**config.mk**
```make
export PLATFORM = sky130hd
export DESIGN_NAME = csspo_core
export DESIGN_NICKNAME = d
export VERILOG_FILES = /design/src/verilog/csspo_pkg.sv /design/src/verilog/csspo_alu.sv /design/src/verilog/csspo_core.sv
export SDC_FILE = /design/constraint.sdc
export NUM_CORES = 1
export LEC_CHECK = 0
export ABC_AREA = 0
export BUFFER_PORTS_ARGS = -buffer_cell sky130_fd_sc_hd__buf_2
export CAP_MARGIN = 10
export CORE_ASPECT_RATIO = 0.9
export CORE_MARGIN = 8
export CORE_UTILIZATION = 51
export CTS_CLUSTER_SIZE = 14
export DETAILED_ROUTE_END_ITERATION = 16
export PLACE_DENSITY = 0.77
export SETUP_SLACK_MARGIN = 0.4
export SYNTH_ARGS = -nofsm -noshare
export SYNTH_HDL_FRONTEND = slang
export SYNTH_SLANG_ARGS = --single-unit
```
**constraint.sdc**
```tcl
create_clock -name i_clk -period 3.7 [get_ports i_clk]
set_input_delay 0 -clock i_clk [delete_from_list [all_inputs] [get_ports i_clk]]
set_output_delay 0 -clock i_clk [all_outputs]
set_load 0.1 [all_outputs]
```
**src/verilog/csspo_pkg.sv**
```systemverilog
`default_nettype none
package csspo_pkg;
   localparam logic [9:0] CSSPO_A_CMD = 10'h000;
   localparam logic [9:0] CSSPO_A_DST = 10'h004;
   localparam logic [9:0] CSSPO_A_SRC = 10'h008;
   localparam logic [9:0] CSSPO_A_FLAGS = 10'h00C;
   localparam logic [9:0] CSSPO_A_STATUS = 10'h010;
   localparam logic [9:0] CSSPO_A_COUNT = 10'h014;
   localparam logic [7:0] CSSPO_PTR_LOW_IDX = 8'hD6;
   localparam logic [7:0] CSSPO_PTR_HIGH_IDX = 8'hD7;
   localparam logic [9:0] CSSPO_A_PTR_LOW = {CSSPO_PTR_LOW_IDX, 2'b00};
   localparam logic [9:0] CSSPO_A_PTR_HIGH = {CSSPO_PTR_HIGH_IDX, 2'b00};

   localparam int CSSPO_FLG_C = 7;
   localparam int CSSPO_FLG_Z = 6;
   localparam int CSSPO_FLG_S = 5;
   localparam int CSSPO_FLG_V = 4;
   localparam int CSSPO_FLG_D = 3;
   localparam int CSSPO_FLG_H = 2;
   localparam int CSSPO_FLG_BANK = 0;

   localparam int CSSPO_ST_BUSY = 0;
   localparam int CSSPO_ST_STOP = 1;
   localparam int CSSPO_ST_BADOP = 2;
   localparam int CSSPO_ST_FILLERR = 3;

   localparam logic [7:0] CSSPO_FLAGS_RST = 8'h00;
   localparam logic [7:0] CSSPO_PTR_LOW_RST = 8'h00;
   localparam logic [7:0] CSSPO_PTR_HIGH_RST = 8'h08;
   localparam logic [1:0] CSSPO_FILL_NEED = 2'h3;

   localparam logic [7:0] CSSPO_OP_RRC_R = 8'hC0;
   localparam logic [7:0] CSSPO_OP_RRC_IR = 8'hC1;
   localparam logic [7:0] CSSPO_OP_SB0 = 8'h4F;
   localparam logic [7:0] CSSPO_OP_SB1 = 8'h5F;
   localparam logic [7:0] CSSPO_OP_SCF = 8'hDF;
   localparam logic [7:0] CSSPO_OP_SRA_R = 8'hD0;
   localparam logic [7:0] CSSPO_OP_SRA_IR = 8'hD1;
   localparam logic [7:0] CSSPO_OP_SRP = 8'h31;
   localparam logic [7:0] CSSPO_OP_STOP = 8'h7F;
   localparam logic [7:0] CSSPO_OP_SWAP = 8'hF0;
   localparam logic [7:0] CSSPO_OP_IDLE = 8'hFF;
   localparam logic [3:0] CSSPO_OP_SUB_HI = 4'h2;
   localparam logic [3:0] CSSPO_OP_SBC_HI = 4'h3;
   localparam logic [3:0] CSSPO_OP_MODE_RR = 4'h2;
   localparam logic [3:0] CSSPO_OP_MODE_IM = 4'h6;
   localparam logic [3:0] CSSPO_OP_MODE_RIR = 4'h3;

   localparam logic [2:0] CSSPO_CYC_SHORT = 3'h4;
   localparam logic [2:0] CSSPO_CYC_LONG = 3'h6;
   localparam logic [1:0] CSSPO_BYTES_ONE = 2'h1;
   localparam logic [1:0] CSSPO_BYTES_TWO = 2'h2;
   localparam logic [1:0] CSSPO_BYTES_THREE = 2'h3;

   typedef enum logic [3:0] {
      CL_NONE, CL_RRC, CL_SB0, CL_SB1, CL_SUB, CL_SBC, CL_SCF,
      CL_SRA, CL_SRP, CL_STOP, CL_SWAP, CL_IDLE
   } csspo_class_t;

   typedef enum logic [1:0] {ST_IDLE, ST_EXEC, ST_STOP} csspo_state_t;

   typedef struct packed {
      csspo_state_t st;
      logic [7:0] op;
      logic [7:0] dst;
      logic [7:0] src;
      logic [7:0] flags;
      logic [7:0] rpl;
      logic [7:0] rph;
      logic [2:0] cnt;
      logic [1:0] bytes;
      logic ack;
      logic [31:0] rdata;
      logic bad_op;
      logic fill_err;
      logic [1:0] fill_left;
      logic [15:0] ops;
   } csspo_core_t;

   function automatic csspo_class_t csspo_class(input logic [7:0] op);
      csspo_class_t c;
      c = CL_NONE;
      if (op[3:0] >= CSSPO_OP_MODE_RR && op[3:0] <= CSSPO_OP_MODE_IM) begin
         if (op[7:4] == CSSPO_OP_SUB_HI) c = CL_SUB;
         if (op[7:4] == CSSPO_OP_SBC_HI) c = CL_SBC;
      end
      case (op)
         CSSPO_OP_RRC_R, CSSPO_OP_RRC_IR: c = CL_RRC;
         CSSPO_OP_SB0: c = CL_SB0;
         CSSPO_OP_SB1: c = CL_SB1;
         CSSPO_OP_SCF: c = CL_SCF;
         CSSPO_OP_SRA_R, CSSPO_OP_SRA_IR: c = CL_SRA;
         CSSPO_OP_SRP: c = CL_SRP;
         CSSPO_OP_STOP: c = CL_STOP;
         CSSPO_OP_SWAP: c = CL_SWAP;
         CSSPO_OP_IDLE: c = CL_IDLE;
         default: c = c;
      endcase
      return c;
   endfunction

   function automatic logic [2:0] csspo_cycles(input logic [7:0] op);
      csspo_class_t c;
      c = csspo_class(op);
      if ((c == CL_SUB || c == CL_SBC) && op[3:0] != CSSPO_OP_MODE_RR) begin
         return CSSPO_CYC_LONG;
      end
      return CSSPO_CYC_SHORT;
   endfunction

   function automatic logic [1:0] csspo_bytes(input logic [7:0] op);
      csspo_class_t c;
      c = csspo_class(op);
      case (c)
         CL_SUB, CL_SBC: begin
            // both working-register forms fit in two bytes
            if (op[3:0] == CSSPO_OP_MODE_RR || op[3:0] == CSSPO_OP_MODE_RIR) return CSSPO_BYTES_TWO;
            return CSSPO_BYTES_THREE;
         end
         CL_SB0, CL_SB1, CL_SCF, CL_STOP, CL_IDLE: return CSSPO_BYTES_ONE;
         default: return CSSPO_BYTES_TWO;
      endcase
   endfunction
endpackage
`default_nettype wire
```
**src/verilog/csspo_alu.sv**
```systemverilog
`timescale 1ns/100ps
`default_nettype none
module csspo_alu
   import csspo_pkg::*;
(
   input wire logic [7:0] i_op,
   input wire logic [7:0] i_dst,
   input wire logic [7:0] i_src,
   input wire logic [7:0] i_flags,
   input wire logic [7:0] i_rpl,
   input wire logic [7:0] i_rph,
   output logic [7:0] o_res,
   output logic [7:0] o_flags,
   output logic [7:0] o_rpl,
   output logic [7:0] o_rph
);
   logic [8:0] diff;
   logic [4:0] low;
   logic cin;
   csspo_class_t cl;

   always_comb begin
      cl = csspo_class(i_op);
      o_res = i_dst;
      o_flags = i_flags;
      o_rpl = i_rpl;
      o_rph = i_rph;
      // subtract is an add of the complement; carry-in one, or not-carry for borrow
      cin = (cl == CL_SBC) ? ~i_flags[CSSPO_FLG_C] : 1'b1;
      diff = {1'b0, i_dst} + {1'b0, ~i_src} + {8'h00, cin};
      low = {1'b0, i_dst[3:0]} + {1'b0, ~i_src[3:0]} + {4'h0, cin};
      case (cl)
         CL_RRC: begin
            o_res = {i_flags[CSSPO_FLG_C], i_dst[7:1]};
            o_flags[CSSPO_FLG_C] = i_dst[0];
            o_flags[CSSPO_FLG_V] = i_dst[7] ^ i_flags[CSSPO_FLG_C];
         end
         CL_SB0: o_flags[CSSPO_FLG_BANK] = 1'b0;
         CL_SB1: o_flags[CSSPO_FLG_BANK] = 1'b1;
         CL_SUB, CL_SBC: begin
            o_res = diff[7:0];
            o_flags[CSSPO_FLG_C] = ~diff[8];
            o_flags[CSSPO_FLG_H] = ~low[4];
            o_flags[CSSPO_FLG_D] = 1'b1;
            o_flags[CSSPO_FLG_V] = (i_dst[7] != i_src[7]) && (diff[7] == i_src[7]);
         end
         CL_SCF: o_flags[CSSPO_FLG_C] = 1'b1;
         CL_SRA: begin
            o_res = {i_dst[7], i_dst[7:1]};
            o_flags[CSSPO_FLG_C] = i_dst[0];
            o_flags[CSSPO_FLG_V] = 1'b0;
         end
         CL_SRP: begin
            case (i_src[1:0])
               2'b10: o_rpl = {i_src[7:3], i_rpl[2:0]};
               2'b01: o_rph = {i_src[7:3], i_rph[2:0]};
               2'b00: begin
                  o_rpl = {i_src[7:4], 1'b0, i_rpl[2:0]};
                  o_rph = {i_src[7:4], 1'b1, i_rph[2:0]};
               end
               default: o_rpl = i_rpl;
            endcase
         end
         CL_SWAP: o_res = {i_dst[3:0], i_dst[7:4]};
         default: o_res = i_dst;
      endcase
      if (cl == CL_RRC || cl == CL_SUB || cl == CL_SBC || cl == CL_SRA || cl == CL_SWAP) begin
         o_flags[CSSPO_FLG_Z] = (o_res == 8'h00);
         o_flags[CSSPO_FLG_S] = o_res[7];
      end
   end
endmodule
`default_nettype wire

```
**src/verilog/csspo_core.sv**
```systemverilog
// Decided for this implementation: the Avalon-MM slave port and the register offsets.
`timescale 1ns/100ps
`default_nettype none
module csspo_core
   import csspo_pkg::*;
(
   input wire logic i_clk,
   input wire logic i_rst_b,
   // ==========================================================
   // avalon-mm slave
   input wire logic [9:0] i_avs_address,
   input wire logic i_avs_read,
   input wire logic i_avs_write,
   input wire logic [31:0] i_avs_writedata,
   output logic [31:0] o_avs_readdata,
   output logic o_avs_waitrequest,
   // ==========================================================
   // wake and status
   input wire logic i_ext_irq,
   output logic o_stop_mode,
   output logic o_busy,
   output logic o_bank,
   output logic [7:0] o_flags,
   output logic [7:0] o_rp_low,
   output logic [7:0] o_rp_high
);
   // ==========================================================
   // state
   csspo_core_t s_r;
   csspo_core_t s_nxt;

   logic [7:0] alu_res;
   logic [7:0] alu_flags;
   logic [7:0] alu_rpl;
   logic [7:0] alu_rph;

   logic req;
   logic stall;
   logic take;
   logic wr_take;
   logic start;
   logic [7:0] wr_byte;
   csspo_class_t new_cl;

   // ==========================================================
   // datapath
   csspo_alu u_alu (
      .i_op(s_r.op),
      .i_dst(s_r.dst),
      .i_src(s_r.src),
      .i_flags(s_r.flags),
      .i_rpl(s_r.rpl),
      .i_rph(s_r.rph),
      .o_res(alu_res),
      .o_flags(alu_flags),
      .o_rpl(alu_rpl),
      .o_rph(alu_rph)
   );

   // ==========================================================
   // bus handshake
   assign req = i_avs_read | i_avs_write;
   // writes wait while an operation runs; everything waits in stop mode
   assign stall = (s_r.st == ST_STOP) | ((s_r.st == ST_EXEC) & i_avs_write);
   assign o_avs_waitrequest = req & ~s_r.ack;
   assign take = req & s_r.ack;
   assign wr_take = take & i_avs_write;
   assign wr_byte = i_avs_writedata[7:0];
   assign start = wr_take & (i_avs_address == CSSPO_A_CMD) & (s_r.st == ST_IDLE);
   assign new_cl = csspo_class(wr_byte);

   // ==========================================================
   // read mux
   function automatic logic [31:0] read_word(input logic [9:0] addr, input csspo_core_t s);
      logic [31:0] w;
      w = 32'h0000_0000;
      case (addr)
         CSSPO_A_CMD: w[7:0] = s.op;
         CSSPO_A_DST: w[7:0] = s.dst;
         CSSPO_A_SRC: w[7:0] = s.src;
         CSSPO_A_FLAGS: w[7:0] = s.flags;
         CSSPO_A_STATUS: begin
            w[CSSPO_ST_BUSY] = (s.st == ST_EXEC);
            w[CSSPO_ST_STOP] = (s.st == ST_STOP);
            w[CSSPO_ST_BADOP] = s.bad_op;
            w[CSSPO_ST_FILLERR] = s.fill_err;
            w[5:4] = s.fill_left;
            w[9:8] = s.bytes;
         end
         CSSPO_A_COUNT: w[15:0] = s.ops;
         CSSPO_A_PTR_LOW: w[7:0] = s.rpl;
         CSSPO_A_PTR_HIGH: w[7:0] = s.rph;
         default: w = 32'h0000_0000;
      endcase
      return w;
   endfunction

   // ==========================================================
   // next state
   always_comb begin
      s_nxt = s_r;
      s_nxt.ack = req & ~s_r.ack & ~stall;
      if (i_avs_read & ~s_r.ack & ~stall) begin
         s_nxt.rdata = read_word(i_avs_address, s_r);
      end

      // ----------------------------------------------------
      // plain register writes
      if (wr_take & (s_r.st == ST_IDLE)) begin
         case (i_avs_address)
            CSSPO_A_DST: s_nxt.dst = wr_byte;
            CSSPO_A_SRC: s_nxt.src = wr_byte;
            CSSPO_A_FLAGS: s_nxt.flags = wr_byte;
            CSSPO_A_PTR_LOW: s_nxt.rpl = wr_byte;
            CSSPO_A_PTR_HIGH: s_nxt.rph = wr_byte;
            CSSPO_A_STATUS: begin
               if (wr_byte[CSSPO_ST_BADOP]) s_nxt.bad_op = 1'b0;
               if (wr_byte[CSSPO_ST_FILLERR]) s_nxt.fill_err = 1'b0;
            end
            default: s_nxt.op = s_nxt.op;
         endcase
      end

      // ----------------------------------------------------
      // operation sequencing
      case (s_r.st)
         ST_IDLE: begin
            if (start) begin
               s_nxt.op = wr_byte;
               s_nxt.bytes = csspo_bytes(wr_byte);
               // the program owes idle fillers right after a release
               if (s_r.fill_left != 2'h0) begin
                  s_nxt.fill_left = s_r.fill_left - 2'h1;
                  if (new_cl != CL_IDLE) s_nxt.fill_err = 1'b1;
               end
               if (new_cl == CL_NONE) begin
                  s_nxt.bad_op = 1'b1;
               end else if (new_cl == CL_STOP) begin
                  s_nxt.st = ST_STOP;
                  s_nxt.ops = s_r.ops + 16'h0001;
               end else begin
                  s_nxt.st = ST_EXEC;
                  s_nxt.cnt = csspo_cycles(wr_byte) - 3'h1;
               end
            end
         end
         ST_EXEC: begin
            if (s_r.cnt == 3'h1) begin
               s_nxt.st = ST_IDLE;
               s_nxt.dst = alu_res;
               s_nxt.flags = alu_flags;
               s_nxt.rpl = alu_rpl;
               s_nxt.rph = alu_rph;
               s_nxt.ops = s_r.ops + 16'h0001;
               s_nxt.cnt = 3'h0;
            end else begin
               s_nxt.cnt = s_r.cnt - 3'h1;
            end
         end
         ST_STOP: begin
            // all registers hold; only an interrupt or reset wakes
            if (i_ext_irq) begin
               s_nxt.st = ST_IDLE;
               s_nxt.fill_left = CSSPO_FILL_NEED;
            end
         end
         default: s_nxt.st = ST_IDLE;
      endcase
   end

   // ==========================================================
   // registers
   always_ff @(posedge i_clk or negedge i_rst_b) begin
      if (!i_rst_b) begin
         s_r.st <= ST_IDLE;
         s_r.op <= CSSPO_OP_IDLE;
         s_r.dst <= 8'h00;
         s_r.src <= 8'h00;
         s_r.flags <= CSSPO_FLAGS_RST;
         s_r.rpl <= CSSPO_PTR_LOW_RST;
         s_r.rph <= CSSPO_PTR_HIGH_RST;
         s_r.cnt <= 3'h0;
         s_r.bytes <= 2'h0;
         s_r.ack <= 1'b0;
         s_r.rdata <= 32'h0000_0000;
         s_r.bad_op <= 1'b0;
         s_r.fill_err <= 1'b0;
         s_r.fill_left <= 2'h0;
         s_r.ops <= 16'h0000;
      end else begin
         s_r <= s_nxt;
      end
   end

   // ==========================================================
   // outputs
   assign o_avs_readdata = s_r.rdata;
   assign o_stop_mode = (s_r.st == ST_STOP);
   assign o_busy = (s_r.st == ST_EXEC);
   assign o_bank = s_r.flags[CSSPO_FLG_BANK];
   assign o_flags = s_r.flags;
   assign o_rp_low = s_r.rpl;
   assign o_rp_high = s_r.rph;
endmodule
`default_nettype wire

```
# Word-level counts from Yosys, hierarchy flattened
# Cells that the tools add are included.
[classes] reduce_logical=34 n_bitwise=20 n_shift=0 n_mul=0 muxes=84 n_lt_le_gt_ge=4 n_eq_ne=79 div=0 addsub=8
[ops] cell="$eq 8x8->1 const B" n=14
[ops] cell="$mux 8" n=10
[ops] cell="$pmux 4 s9" n=2
[ops] cell="$eq 8x7->1 const B" n=6
[ops] cell="$mux 16" n=3
[ops] cell="$mux 24" n=2
[ops] cell="$pmux 6 s8" n=1
[ops] cell="$eq 4x2->1 const B" n=10
[ops] cell="$mux 40" n=1
[ops] cell="$mux 3" n=13
[ops] cell="$eq 4x3->1 const B" n=9
[ops] cell="$mux 4" n=9
[ops] cell="$pmux 16 s2" n=1
[ops] cell="$pmux 8 s2" n=2
[ops] cell="$pmux 8 s4" n=1
[ops] cell="$mux 2" n=12
[ops] cell="$eq 10x10->1 const B" n=2
[ops] cell="$eq 10x4->1 const B" n=2
[ops] cell="$eq 10x5->1 const B" n=2
[ops] cell="$eq 4x4->1 const B" n=5
[ops] cell="$mux 20" n=1
[ops] cell="$add 16x1->16 const B" n=1
[ops] cell="$eq 8x6->1 const B" n=2
[ops] cell="$ne 4x2->1 const B" n=4
[ops] cell="other kinds (49)" n=114
[totals] ramBits=0 input_bits=47 ff_bits=92 rom_bits=0 memories=0 latchBits=0

# Longest topological paths before layout
# Gate-level depths: netlist (run 1).
[depth] depth_word=28 ltp_mapped=16 depth_no_buf=13

# By module
# From an unflattened synthesis (run 1), not the netlist that was laid out.
[hier_totals] cells_unflattened=683 area_unflattened_um2=6278.5
[by_module_without_submodules] module="csspo_core" n_inst=1 cells_per_inst=536 seq_area_each_um2=2313.5 area_per_inst_um2=5278.8
[by_module_without_submodules] module="csspo_alu" n_inst=1 cells_per_inst=147 seq_area_each_um2=0.0 area_per_inst_um2=999.7

# Least setup slack after synthesis (run 1)
# Ideal clock, no wire load.
[synth_timing] kind="reg-to-reg" start="register s_r[105] in the netlist's numbering" end="register s_r (netlist bit o_flags[6])" path_slack_ns=0.139 setup_time_ns=0.092 t_arrival_ns=3.470 stages_incl_launch_ff=15 period_less_slack_ns=3.561 required_ns=3.608 path_cell_list="dfstp_2 buf_2 or3b_1 or4_1 clkbuf_1 nor2_1 fa_1 inv_1 fa_1 a31o_2 a31oi_1 xnor2_1 nor2_1 o41a_1 o31ai_2"
[synth_via] elab_chain_cells=13 word_cells_on_any_way=37
[synth_rtl] element="from (decl)" line="csspo_core.sv:29" text="csspo_core_t s_r;"
[synth_rtl] element="from (signal assigned)" line="csspo_core.sv:191" text="s_r <= s_nxt;"
[synth_rtl] element="$eq 4x2->1" line="csspo_pkg.sv:84" text="if (op[7:4] == CSSPO_OP_SUB_HI) c = CL_SUB;"
[synth_rtl] element="$mux 3" line="csspo_pkg.sv:84"
[synth_rtl] element="$mux 3" line="csspo_pkg.sv:85" text="if (op[7:4] == CSSPO_OP_SBC_HI) c = CL_SBC;"
[synth_rtl] element="$mux 4" line="csspo_pkg.sv:83" text="if (op[3:0] >= CSSPO_OP_MODE_RR && op[3:0] <= CSSPO_OP_MODE_IM) begin"
[synth_rtl] element="$pmux 4 s9 (*)" line="csspo_pkg.sv:87" text="case (op)"
[synth_rtl] element="$eq 4x3->1" line="csspo_alu.sv:29, csspo_alu.sv:32, csspo_alu.sv:67"
[synth_rtl] element="$mux 1" line="csspo_alu.sv:29" text="cin = (cl == CL_SBC) ? ~i_flags[CSSPO_FLG_C] : 1'b1;"
[synth_rtl] element="$add 9x1->9" line="csspo_alu.sv:30" text="diff = {1'b0, i_dst} + {1'b0, ~i_src} + {8'h00, cin};"
[synth_rtl] element="$pmux 8 s4" line="csspo_alu.sv:32" text="case (cl)"
[synth_rtl] element="$logic_not 8->1" line="csspo_alu.sv:68" text="o_flags[CSSPO_FLG_Z] = (o_res == 8'h00);"
[synth_rtl] element="$mux 2" line="csspo_alu.sv:67" text="if (cl == CL_RRC || cl == CL_SUB || cl == CL_SBC || cl == CL_SRA || cl == CL_SWAP) begin"
[synth_rtl] element="$mux 24" line="csspo_core.sv:148" text="if (s_r.cnt == 3'h1) begin"
[synth_rtl] element="$mux 24" line="csspo_core.sv:126" text="case (s_r.st)"
# Mark *: on every way between the ends. The rest lies on a longest branch, timed or not. The select of a mux whose other input is x is not followed.
# A chain may end at the register's enable or synchronous reset.

# Worst setup path in the final report (run 1)
[layout_timing] start="register s_r[103] in the netlist's numbering" end="register s_r (netlist bit o_flags[6])"
# Same word-level chain as after synthesis.

==> run metrics, run 1 <==
status=completed; io pins=107; Root Driver=clkbuf_16; Final min period=between 3 and 4 ns; layout cells sized above 1=between 20% and 30%; Layout Area Growth over Synthesis=9.43%; Max H-tree Level=3; CP Launch Point=s_r[103]$_DFFE_PN1P_; RR Startpoint=s_r[103]$_DFFE_PN1P_; Hold Startpoint=i_avs_write; worst hold endpoint=s_r[52]$_DFF_PN0_; Hold Path Depth=3; Chip Width=131 microns; Critical Path Max Stage Delay=0.53 ns; Peak VDD IR=approximately 0.23 mV; area leader, netlist=dfrtp_1; number of global-route vias before repair=a little over 5,000; TNS Setup=0 ns; Final nets=approximately 760; initial drt markers=618; Yosys reg bits=around 90; Clock Path Buffers=2; # rows=37; top post-synthesis cells by area=dfrtp_1 (34%), buf_4 (7.0%), nand2_1 (5.2%); Slew HR=a little over a quarter; overall global routing resource usage=23.4%; clock buffer count from CTS=9; Reg2Reg Depth=12; Pwr per Cell Area=360 nW/um^2; largest net degree at the start of global routing=64; worst min-delay path class=primary input to register; utilization after layout=57.6%; DRC violations left=0; final hold viol count=0; most common cell in the synthesized netlist=nand2_1; initial core utilization=52.6%; CP cell instances=or3b_4, or4_4, nor2_4, fa_2, inv_1, fa_2, a31o_4, xor2_1, a21oi_2, mux2i_1, a2111o_1, o31ai_2; flop-to-flop setup slack=around 0.23 ns; port bufs=66; CTS tree=built; top post-synthesis cells by count=nand2_1 (84), dfrtp_1 (83), buf_4 (56), nor2_1 (55), a21oi_1 (34); Arr. time, crit path=around 3.7 ns; multi-input combinational cell area=around 3200 sq um; n_diodes=0; clock-pin transition on the worst setup and hold timing paths=roughly 0.07 ns; Period Utilization, post-route=between 90% and 100%; Routability Congestion=0.978; yosys warns=0; Avg Cell Area, Syn=roughly 9 sq um; Unique masters post-synth=~80; first-pass GRT wire length=between 20,000 and 30,000 microns; top-area cell type share of the netlist area=34.4%; Die Ht=around 120 microns; register area share after synthesis=between 30% and 40%; asr flop ratio synth=100%; critical-path maximum fanout=3; Worst Tran Pin Value=around 1.1 ns; grt total ovfl=0; max-cap violations=0; dpl hpwl=13,300 microns; Register Area=approximately 2300 sq um; mapped cell area=just over 6000 sq um; final wirelength=roughly 18,000 microns; initial antenna violation count=0; detailed-router iteration count before antenna repair=6; clock sinks=92; fill count=slightly above 1,000; EDFF count, synth=0; WL/cell=a little over 20 microns; number of vias in the routed layout=around 5,300; Startpoint Class=register; CORE AREA=between 10,000 and 15,000 sq um; FF-to-FF End=o_flags[6]$_DFFE_PN0P_; post-synthesis instance total=just under 700; fmax=between 0.2 and 0.3 GHz; RSZ-0062 raised after global routing=true; CP dominant cell by count=fa_2; Worst Setup Path Type=register to register; antenna-violating nets left=0; Final setup viols=0; die area=15,600 sq um; Final Max Tran Viols=0; Clock Latency Late Sink=between 0.3 and 0.4 ns; slowest CP cell=dfstp_2; vias per cell=between 6 and 7; Clock Skews=0.0114 ns; crit path capture type=register; prevailing post-synth register cell=dfrtp_1; critical path required time=about 4 ns; LEAKAGE=roughly 3 nW
## metrics by stage
stage          power, mW  instances  instance area (sq um)  setup WS (ns)  hold WS [ns]
2_1_floorplan       1.26        699                   6120          0.272        -0.296
3_3_place_gp        1.30        843                   6170          0.233         0.143
3_5_place_dp        1.31        843                   6170          0.185         0.145
4_1_cts             2.39        862                   6570          0.175       0.00357
5_1_grt             2.45        864                   6610          0.120        0.0389
6_report            2.38        864                   6610          0.225        0.0169
## state kept, by name (all words and copies together), names as in the netlist
name / count
o_rp_high: 8
s_r: 52
o_flags: 8
o_avs_readdata: 16
o_rp_low: 8
## kinds of logic after synthesis
kind of cell / after synthesis / synth area share [%]
and+or+nand+nor: 229 / 18.6
AOI/OAI and AO/OA: 189 / 21.1
buffers and inverters: 118 / 11.0
DFF: 92 / 38.3
muxes: 23 / 5.28
xor gates and xnor gates: 20 / 2.90
adders and majority gates: 12 / 2.74
other: 1 / 0.0621
## final cells by class
cell class / instances / area share [%]
Tap cell: 156 / 2.95
Multi-Input combinational cell: 489 / 48.2
Timing Repair Buffer: 81 / 6.85
Clock inverter: 7 / 1.84
Sequential cell: 92 / 35.0
Clock buffer: 9 / 3.41
Inverter: 30 / 1.70
## critical path: cells and delay by family (launching register included)
family | cells | cell delay, ns
DFF | 1 | 0.53
buffers and inverters | 1 | 0.05
and+or+nand+nor | 3 | 1.03
adders and majority gates | 2 | 0.56
muxes | 1 | 0.08
xor gates and xnor gates | 1 | 0.15
AOI/OAI and AO/OA | 4 | 0.97
## layer usage
layer | GRT usage, % | vias up | share of wire (%)
met5 | 0 | - | 0
met4 | 7.81 | 0 | 1.9
met3 | 5.93 | 31 | 11
met2 | 35.2 | 299 | 45
met1 | 32.0 | 2573 | 42
li1 | - | 2444 | -
## timing repair
item                                    in CTS  in global routing
resized for setup                            5                  4
setup buffers                                0                  2
hold endpoints to repair                    56                  0
hold buffers                                 3                  0
endpoints found under the setup margin       2                  3
pin swaps                                    4                  4
## layout by cell type, fill, tap and decap left out, types with 10 or more instances in the layout
master | synthesis | layout
a21o_1 | 10 | 10
a21oi_1 | 34 | 33
a22o_1 | 13 | 13
buf_2 | 2 | 65
buf_4 | 56 | 13
conb_1 | 1 | 16
dfrtp_1 | 83 | 83
ha_1 | 10 | 10
inv_1 | 27 | 27
mux2_2 | 11 | 11
nand2_1 | 84 | 84
nand3_1 | 12 | 12
nor2_1 | 55 | 54
nor3_1 | 17 | 17
o21ai_0 | 26 | 26
o21ai_1 | 29 | 29
xor2_1 | 13 | 13
## how the worst max path moves through the flow
stage	endpoint	depth (start not counted)	slack [ns]
2_1_floorplan	o_flags[6]$_DFFE_PN0P_	13	0.27
3_3_place_gp	o_flags[6]$_DFFE_PN0P_	12	0.23
6_report	o_flags[6]$_DFFE_PN0P_	12	0.23
3_5_place_dp	o_flags[6]$_DFFE_PN0P_	12	0.18
5_1_grt	o_flags[6]$_DFFE_PN0P_	12	0.12
4_1_cts	o_flags[6]$_DFFE_PN0P_	12	0.18
## where the power goes
part / total [mW] / internal (mW) / switching [mW] / leakage, nW
Clock: 1.08 / 0.665 / 0.418 / 0.170
Combinational: 0.271 / 0.0492 / 0.221 / 1.71
Sequential: 1.03 / 1.02 / 0.0115 / 1.12
No activity file was read; power rests on OpenSTA's default activity.
==> run 2, diff against run 1 <==
--- a/config.mk
+++ b/config.mk
@@ -9,10 +9,11 @@
 export BUFFER_PORTS_ARGS = -buffer_cell sky130_fd_sc_hd__buf_2
 export CAP_MARGIN = 10
 export CORE_ASPECT_RATIO = 0.9
-export CORE_MARGIN = 8
+export CORE_MARGIN = 4
 export CORE_UTILIZATION = 51
 export CTS_CLUSTER_SIZE = 14
 export DETAILED_ROUTE_END_ITERATION = 16
+export GPL_TIMING_DRIVEN = 1
 export PLACE_DENSITY = 0.77
 export SETUP_SLACK_MARGIN = 0.4
 export SYNTH_ARGS = -nofsm -noshare
==> run 2 against run 1 <==
  * Clock-buffer cell count unchanged
  * Wire length decreased by 2.3%
  * Core utilization decreased by 0.73 points
  * Non-clock buffer count shrank 1
  * Critical path depth did not move
  * Hold slack got worse by 0.0074 ns
  * Die area shrank 12%
  * Sequential power barely moved
  * Clock skew fell by 0.0046 ns
  * Sequential share of layout area rose by 0.31 points
  * Fmax increased by 0.17%
==> run metrics, run 2 (same netlist as run 1, synthesis figures left out) <==
WL/cell=20.3 microns (-2.1%); fill count=1,057 (+1.9%); initial core utilization=52.4% (-0.21 points); Final min period=3.47 ns (-0.00597 ns); number of global-route vias before repair=4,987 (-3.3%); Final Max Tran Viols=0 (unchanged); Top reg by flops=s_r; Max H-tree Level=3 (unchanged); Worst Tran Pin Value=1.03 ns (-0.0662 ns); fmax=0.288 GHz (+0.17%); TNS Setup=0 ns (unchanged); clock-pin transition on the worst setup and hold timing paths=0.07 ns (about the same); Largest register FFs=52 (unchanged); worst min-delay path class=primary input to register; Final setup viols=0 (unchanged); max-cap violations=0 (unchanged); slowest CP cell=dfstp_2; Routability Congestion=1.00 (+2.4%); vias per cell=6.22 (+0.47%); Startpoint Class=register; LEAKAGE=2.96 nW (-1.2%); DRC violations left=0 (unchanged); crit path capture type=register; Final nets=761 (-0.13%); critical-path maximum fanout=3 (unchanged); Peak VDD IR=0.302 mV (+34%); Root Driver=clkbuf_16; Layout Area Growth over Synthesis=8.47%; utilization after layout=56.8% (-0.73 points); CP dominant cell by count=fa_2; Register Area=2310 sq um (unchanged); Critical Path Max Stage Delay=0.54 ns (about the same); CP bufs+invs=1 (unchanged); # rows=37 (unchanged); status=completed; CORE AREA=11,500 sq um (+0.40%); final hold slack=0.00952 ns (-0.00739 ns); detailed-router iteration count before antenna repair=6 (unchanged); commonest non-fill, non-tap cells in the layout=nand2_1 (84), dfrtp_1 (83), buf_2 (65); layout cells sized above 1=21.1% (+0.31 points); Clock Path Buffers=2 (unchanged); grt total ovfl=0 (unchanged); initial antenna violation count=0 (unchanged); dpl hpwl=13,000 microns (-1.9%); n_diodes=0 (unchanged); commonest non-fill, non-tap cell in the layout=nand2_1; first-pass GRT wire length=27,500 microns (-3.4%); Pwr per Cell Area=335 nW/um^2 (-7.0%); Chip Width=123 microns (-6.1%); Arr. time, crit path=3.73 ns (about the same); RSZ-0062 raised after global routing=true; Worst Setup Path Type=register to register; overall global routing resource usage=25.9% (+2.5 points); Die Ht=111 microns (-6.7%); CTS tree=built; multi-input combinational cell area=3190 sq um (+0.20%); clock buffer count from CTS=9 (unchanged); clock sinks=92 (unchanged); Clock Latency Late Sink=0.35 ns (about the same); Clock Skews=0.00674 ns (-0.00461 ns); Period Utilization, post-route=93.7% (-0.16 points); final wirelength=17,500 microns (-2.3%); port bufs=66 (unchanged); antenna-violating nets left=0 (unchanged); critical path required time=3.96 ns (about the same); crit-path leading delay family=simple AND/OR/NAND/NOR gates; die area=13,600 sq um (-12%); number of vias in the routed layout=5,366 (+0.36%); largest net degree at the start of global routing=72 (+13%); final hold viol count=0 (unchanged); initial drt markers=603 (-2.4%); CP cell instances=or3b_4, or4_4, nor2_4, fa_2, inv_2, fa_2, a31o_4, xor2_1, a21oi_2, mux2i_1, a2111o_1, o31ai_2; io pins=107 (unchanged); Slew HR=30.6% (+4.4 points)
[run 2: report_power, final]
part           internal (mW)  total (mW)  switching [mW]  leakage [nW]
Sequential              1.02        1.03          0.0108          1.12
Combinational         0.0486       0.271           0.222          1.70
Clock                  0.472       0.899           0.427         0.140
[run 2: final timing paths]
path,startpoint,cells past startpoint,end,slack [ns]
setup reg to reg,s_r[103]$_DFFE_PN1P_,12,o_flags[6]$_DFFE_PN0P_,0.23
setup / recovery,s_r[103]$_DFFE_PN1P_,12,o_flags[6]$_DFFE_PN0P_,0.23
hold / removal,i_avs_writedata[3],3,s_r[85]$_DFFE_PN0P_,0.01
max in group asynchronous,i_rst_b,3,s_r[103]$_DFFE_PN1P_,2.41
hold reg to reg,o_avs_readdata[2]$_DFFE_PN0P_,1,o_avs_readdata[2]$_DFFE_PN0P_,0.48
min in group asynchronous,i_rst_b,2,o_avs_readdata[13]$_DFFE_PN0P_,0.32
[run 2: layout make-up]
class / count / share of cell area [%]
Inverter: 30 / 1.72
Tap cell: 156 / 2.98
Clock buffer: 9 / 3.44
Sequential cell: 92 / 35.3
Multi-Input combinational cell: 489 / 48.7
Clock inverter: 7 / 0.993
Timing Repair Buffer: 80 / 6.80
[run 2: what timing repair did]
item,in CTS,in global routing
hold endpoints to repair,65,0
buffers inserted,2,0
cloned,0,0
hold buffers,3,0
endpoints found under the setup margin,3,4
resized for setup,6,6
pin swaps,3,7
[run 2: through the flow]
step	std cells	area, sq um	worst slack (ns)	total power, mW
finish	863	6550	0.231	2.20
global route	863	6550	0.110	2.27
floorplan	699	6120	0.272	1.26
CTS	863	6530	0.204	2.20
global placement	842	6160	0.180	1.30
detailed placement	842	6160	0.139	1.31
[run 2: tightest hold or removal path: stages]
cell and delay [ns]:
buf_2 0.17, nand2_1 0.07, o21ai_0 0.07
[run 2: layer usage]
metal	vias up	GRT usage (%)	part of all wire, %
met1	2558	39.2	43
met4	0	8.36	2.5
met3	39	6.22	11
met2	334	36.2	43
li1	2435	-	-
met5	-	0	0
==> run 3, diff against run 2 <==
--- a/config.mk
+++ b/config.mk
@@ -9,13 +9,14 @@
 export BUFFER_PORTS_ARGS = -buffer_cell sky130_fd_sc_hd__buf_2
 export CAP_MARGIN = 10
 export CORE_ASPECT_RATIO = 0.9
-export CORE_MARGIN = 4
+export CORE_MARGIN = 2
 export CORE_UTILIZATION = 51
 export CTS_CLUSTER_SIZE = 14
 export DETAILED_ROUTE_END_ITERATION = 16
 export GPL_TIMING_DRIVEN = 1
 export PLACE_DENSITY = 0.77
 export SETUP_SLACK_MARGIN = 0.4
+export SKIP_LAST_GASP = 1
 export SYNTH_ARGS = -nofsm -noshare
 export SYNTH_HDL_FRONTEND = slang
 export SYNTH_SLANG_ARGS = --single-unit
==> run 3 against run 2 <==
  * Global-route usage is 2.1 points higher
  * Clock-buffer cell count stayed put
  * Sequential cell count stayed put
  * Final area is 0.50% higher
  * Core utilization is 0.51 points higher
  * Clock skew is 0.0048 ns higher
  * Sequential power hardly changed
  * Clock power is 8.9% higher
  * Highest routed layer unchanged
  * Worst setup slack better by 0.027 ns
  * Critical endpoint unchanged
==> run metrics, run 3 (same netlist as run 1, synthesis figures left out) <==
status=completed; CTS tree=built; Slew HR=30.2% (-0.48 points); # rows=37 (unchanged); clock-pin transition on the worst setup and hold timing paths=0.07 ns (about the same); largest net degree at the start of global routing=69 (-4.2%); overall global routing resource usage=28.0% (+2.1 points); DRC violations left=0 (unchanged); final worst slack=0.258 ns (+0.0270 ns); clock sinks=92 (unchanged); slowest CP cell=dfstp_2; Peak VDD IR=0.282 mV (-6.9%); Chip Width=119 microns (-3.3%); clock buffer count from CTS=9 (unchanged); number of global-route vias before repair=5,020 (+0.66%); critical-path maximum fanout=3 (unchanged); Clock Latency Late Sink=0.36 ns (about the same); Pwr per Cell Area=346 nW/um^2 (+3.2%); crit-path leading delay family=simple AND/OR/NAND/NOR gates; Clock Skews=0.0115 ns (+0.00477 ns); Top reg by flops=s_r; Largest register FFs=52 (unchanged); worst min-delay path class=primary input to register; die area=12,700 sq um (-6.7%); antenna-violating nets left=0 (unchanged); Final Max Tran Viols=0 (unchanged); io pins=107 (unchanged); initial core utilization=52.6% (+0.21 points); Max H-tree Level=3 (unchanged); crit path capture type=register; final hold slack=0.00908 ns (-0.000444 ns); initial antenna violation count=0 (unchanged); vias per cell=6.32 (+1.7%); Startpoint Class=register; Final min period=3.44 ns (-0.0270 ns); TNS Setup=0 ns (unchanged); Worst Tran Pin Value=1.04 ns (+0.00720 ns); WL/cell=20.3 microns (about the same); Final setup viols=0 (unchanged); critical path required time=3.97 ns (about the same); CORE AREA=11,500 sq um (-0.40%); Critical Path Max Stage Delay=0.53 ns (about the same); CP cell instances=or3b_4, or4_4, nor2_4, fa_2, inv_2, fa_2, a31o_4, xor2_1, a21oi_2, mux2i_1, a2111o_1, o31ai_2; grt total ovfl=0 (unchanged); initial drt markers=577 (-4.3%); detailed-router iteration count before antenna repair=5 (-1); number of vias in the routed layout=5,476 (+2.0%); Arr. time, crit path=3.71 ns (-0.02 ns); Root Driver=clkbuf_16; final wirelength=17,600 microns (+0.38%); first-pass GRT wire length=27,400 microns (-0.30%); Period Utilization, post-route=93.0% (-0.73 points); dpl hpwl=12,800 microns (-1.5%); Clock Path Buffers=2 (unchanged); Final nets=764 (+0.39%); port bufs=66 (unchanged); Layout Area Growth over Synthesis=9.01%; commonest non-fill, non-tap cells in the layout=nand2_1 (84), dfrtp_1 (83), buf_2 (65); RSZ-0062 raised after global routing=true; Die Ht=107 microns (-3.6%); CP bufs+invs=1 (unchanged); CP dominant cell by count=fa_2; Worst Setup Path Type=register to register; LEAKAGE=2.98 nW (+0.60%); final hold viol count=0 (unchanged); commonest non-fill, non-tap cell in the layout=nand2_1; layout cells sized above 1=20.8% (-0.23 points); worst slack, placed=0.141 ns (+0.00225 ns); n_diodes=0 (unchanged); max-cap violations=0 (unchanged); fmax=0.291 GHz (+0.78%); Routability Congestion=1.00 (about the same)
==> run 3: final timing paths <==
check | from | endpoint | slack [ns] | cells past startpoint
worst max-delay path | s_r[103]$_DFFE_PN1P_ | o_flags[6]$_DFFE_PN0P_ | 0.26 | 12
worst max register to register | s_r[103]$_DFFE_PN1P_ | o_flags[6]$_DFFE_PN0P_ | 0.26 | 12
max in group asynchronous | i_rst_b | s_r[101]$_DFFE_PN1P_ | 2.51 | 3
worst min register to register | o_avs_readdata[3]$_DFFE_PN0P_ | o_avs_readdata[3]$_DFFE_PN0P_ | 0.47 | 1
min in group asynchronous | i_rst_b | o_flags[7]$_DFFE_PN0P_ | 0.28 | 2
worst min-delay path | i_avs_writedata[4] | s_r[86]$_DFFE_PN0P_ | 0.009 | 3
==> run 3: what timing repair did <==
item / CTS / global route
setup endpoints to repair: 2 / 7
hold buffers: 5 / 0
hold endpoints to repair: 67 / 0
resized for setup: 4 / 6
buffers inserted: 4 / 0
==> run 3: metrics by stage <==
step	util [%]	cells	power, mW	instance area [sq um]
3_3_place_gp	53.6	841	1.30	6160
3_5_place_dp	53.6	841	1.31	6160
4_1_cts	57.1	866	2.27	6560
6_report	57.3	866	2.28	6580
5_1_grt	57.3	866	2.33	6580
2_1_floorplan	-	699	1.26	6120
==> run 3: worst min-delay path, delay by kind of cell <==
family | cells | cell delay (ns)
and+or+nand+nor | 1 | 0.08
AOI/OAI and AO/OA | 1 | 0.07
buffers and inverters | 1 | 0.17
==> run 3: per-layer routing <==
metal  wire [microns]  vias up  GRT usage [%]  share of wire (%)
met3             1880       43           7.34                 11
li1                 -     2448              -                  -
met2             7810      330           42.0                 44
met5                0        -              0                  0
met1             7470     2655           39.7                 43
met4              413        0           8.93                2.4
==> run 3: cell type report <==
| class | instances | area (sq um) |
|---|---|---|
| repair buffers | 83 | 473 |
| fillers | 1047 | 4900 |
| clock inverters | 7 | 81.3 |
| well taps | 156 | 195 |
| inverters | 30 | 113 |
| clock buffers | 9 | 225 |
| flip-flops and latches | 92 | 2310 |
| multi-input cells | 489 | 3180 |
==> run 3: where the power goes <==
part	total, mW	switching [mW]	leakage (nW)	internal (mW)
clock	0.979	0.445	0.147	0.534
combinational	0.271	0.222	1.71	0.0498
sequential	1.03	0.0109	1.12	1.02
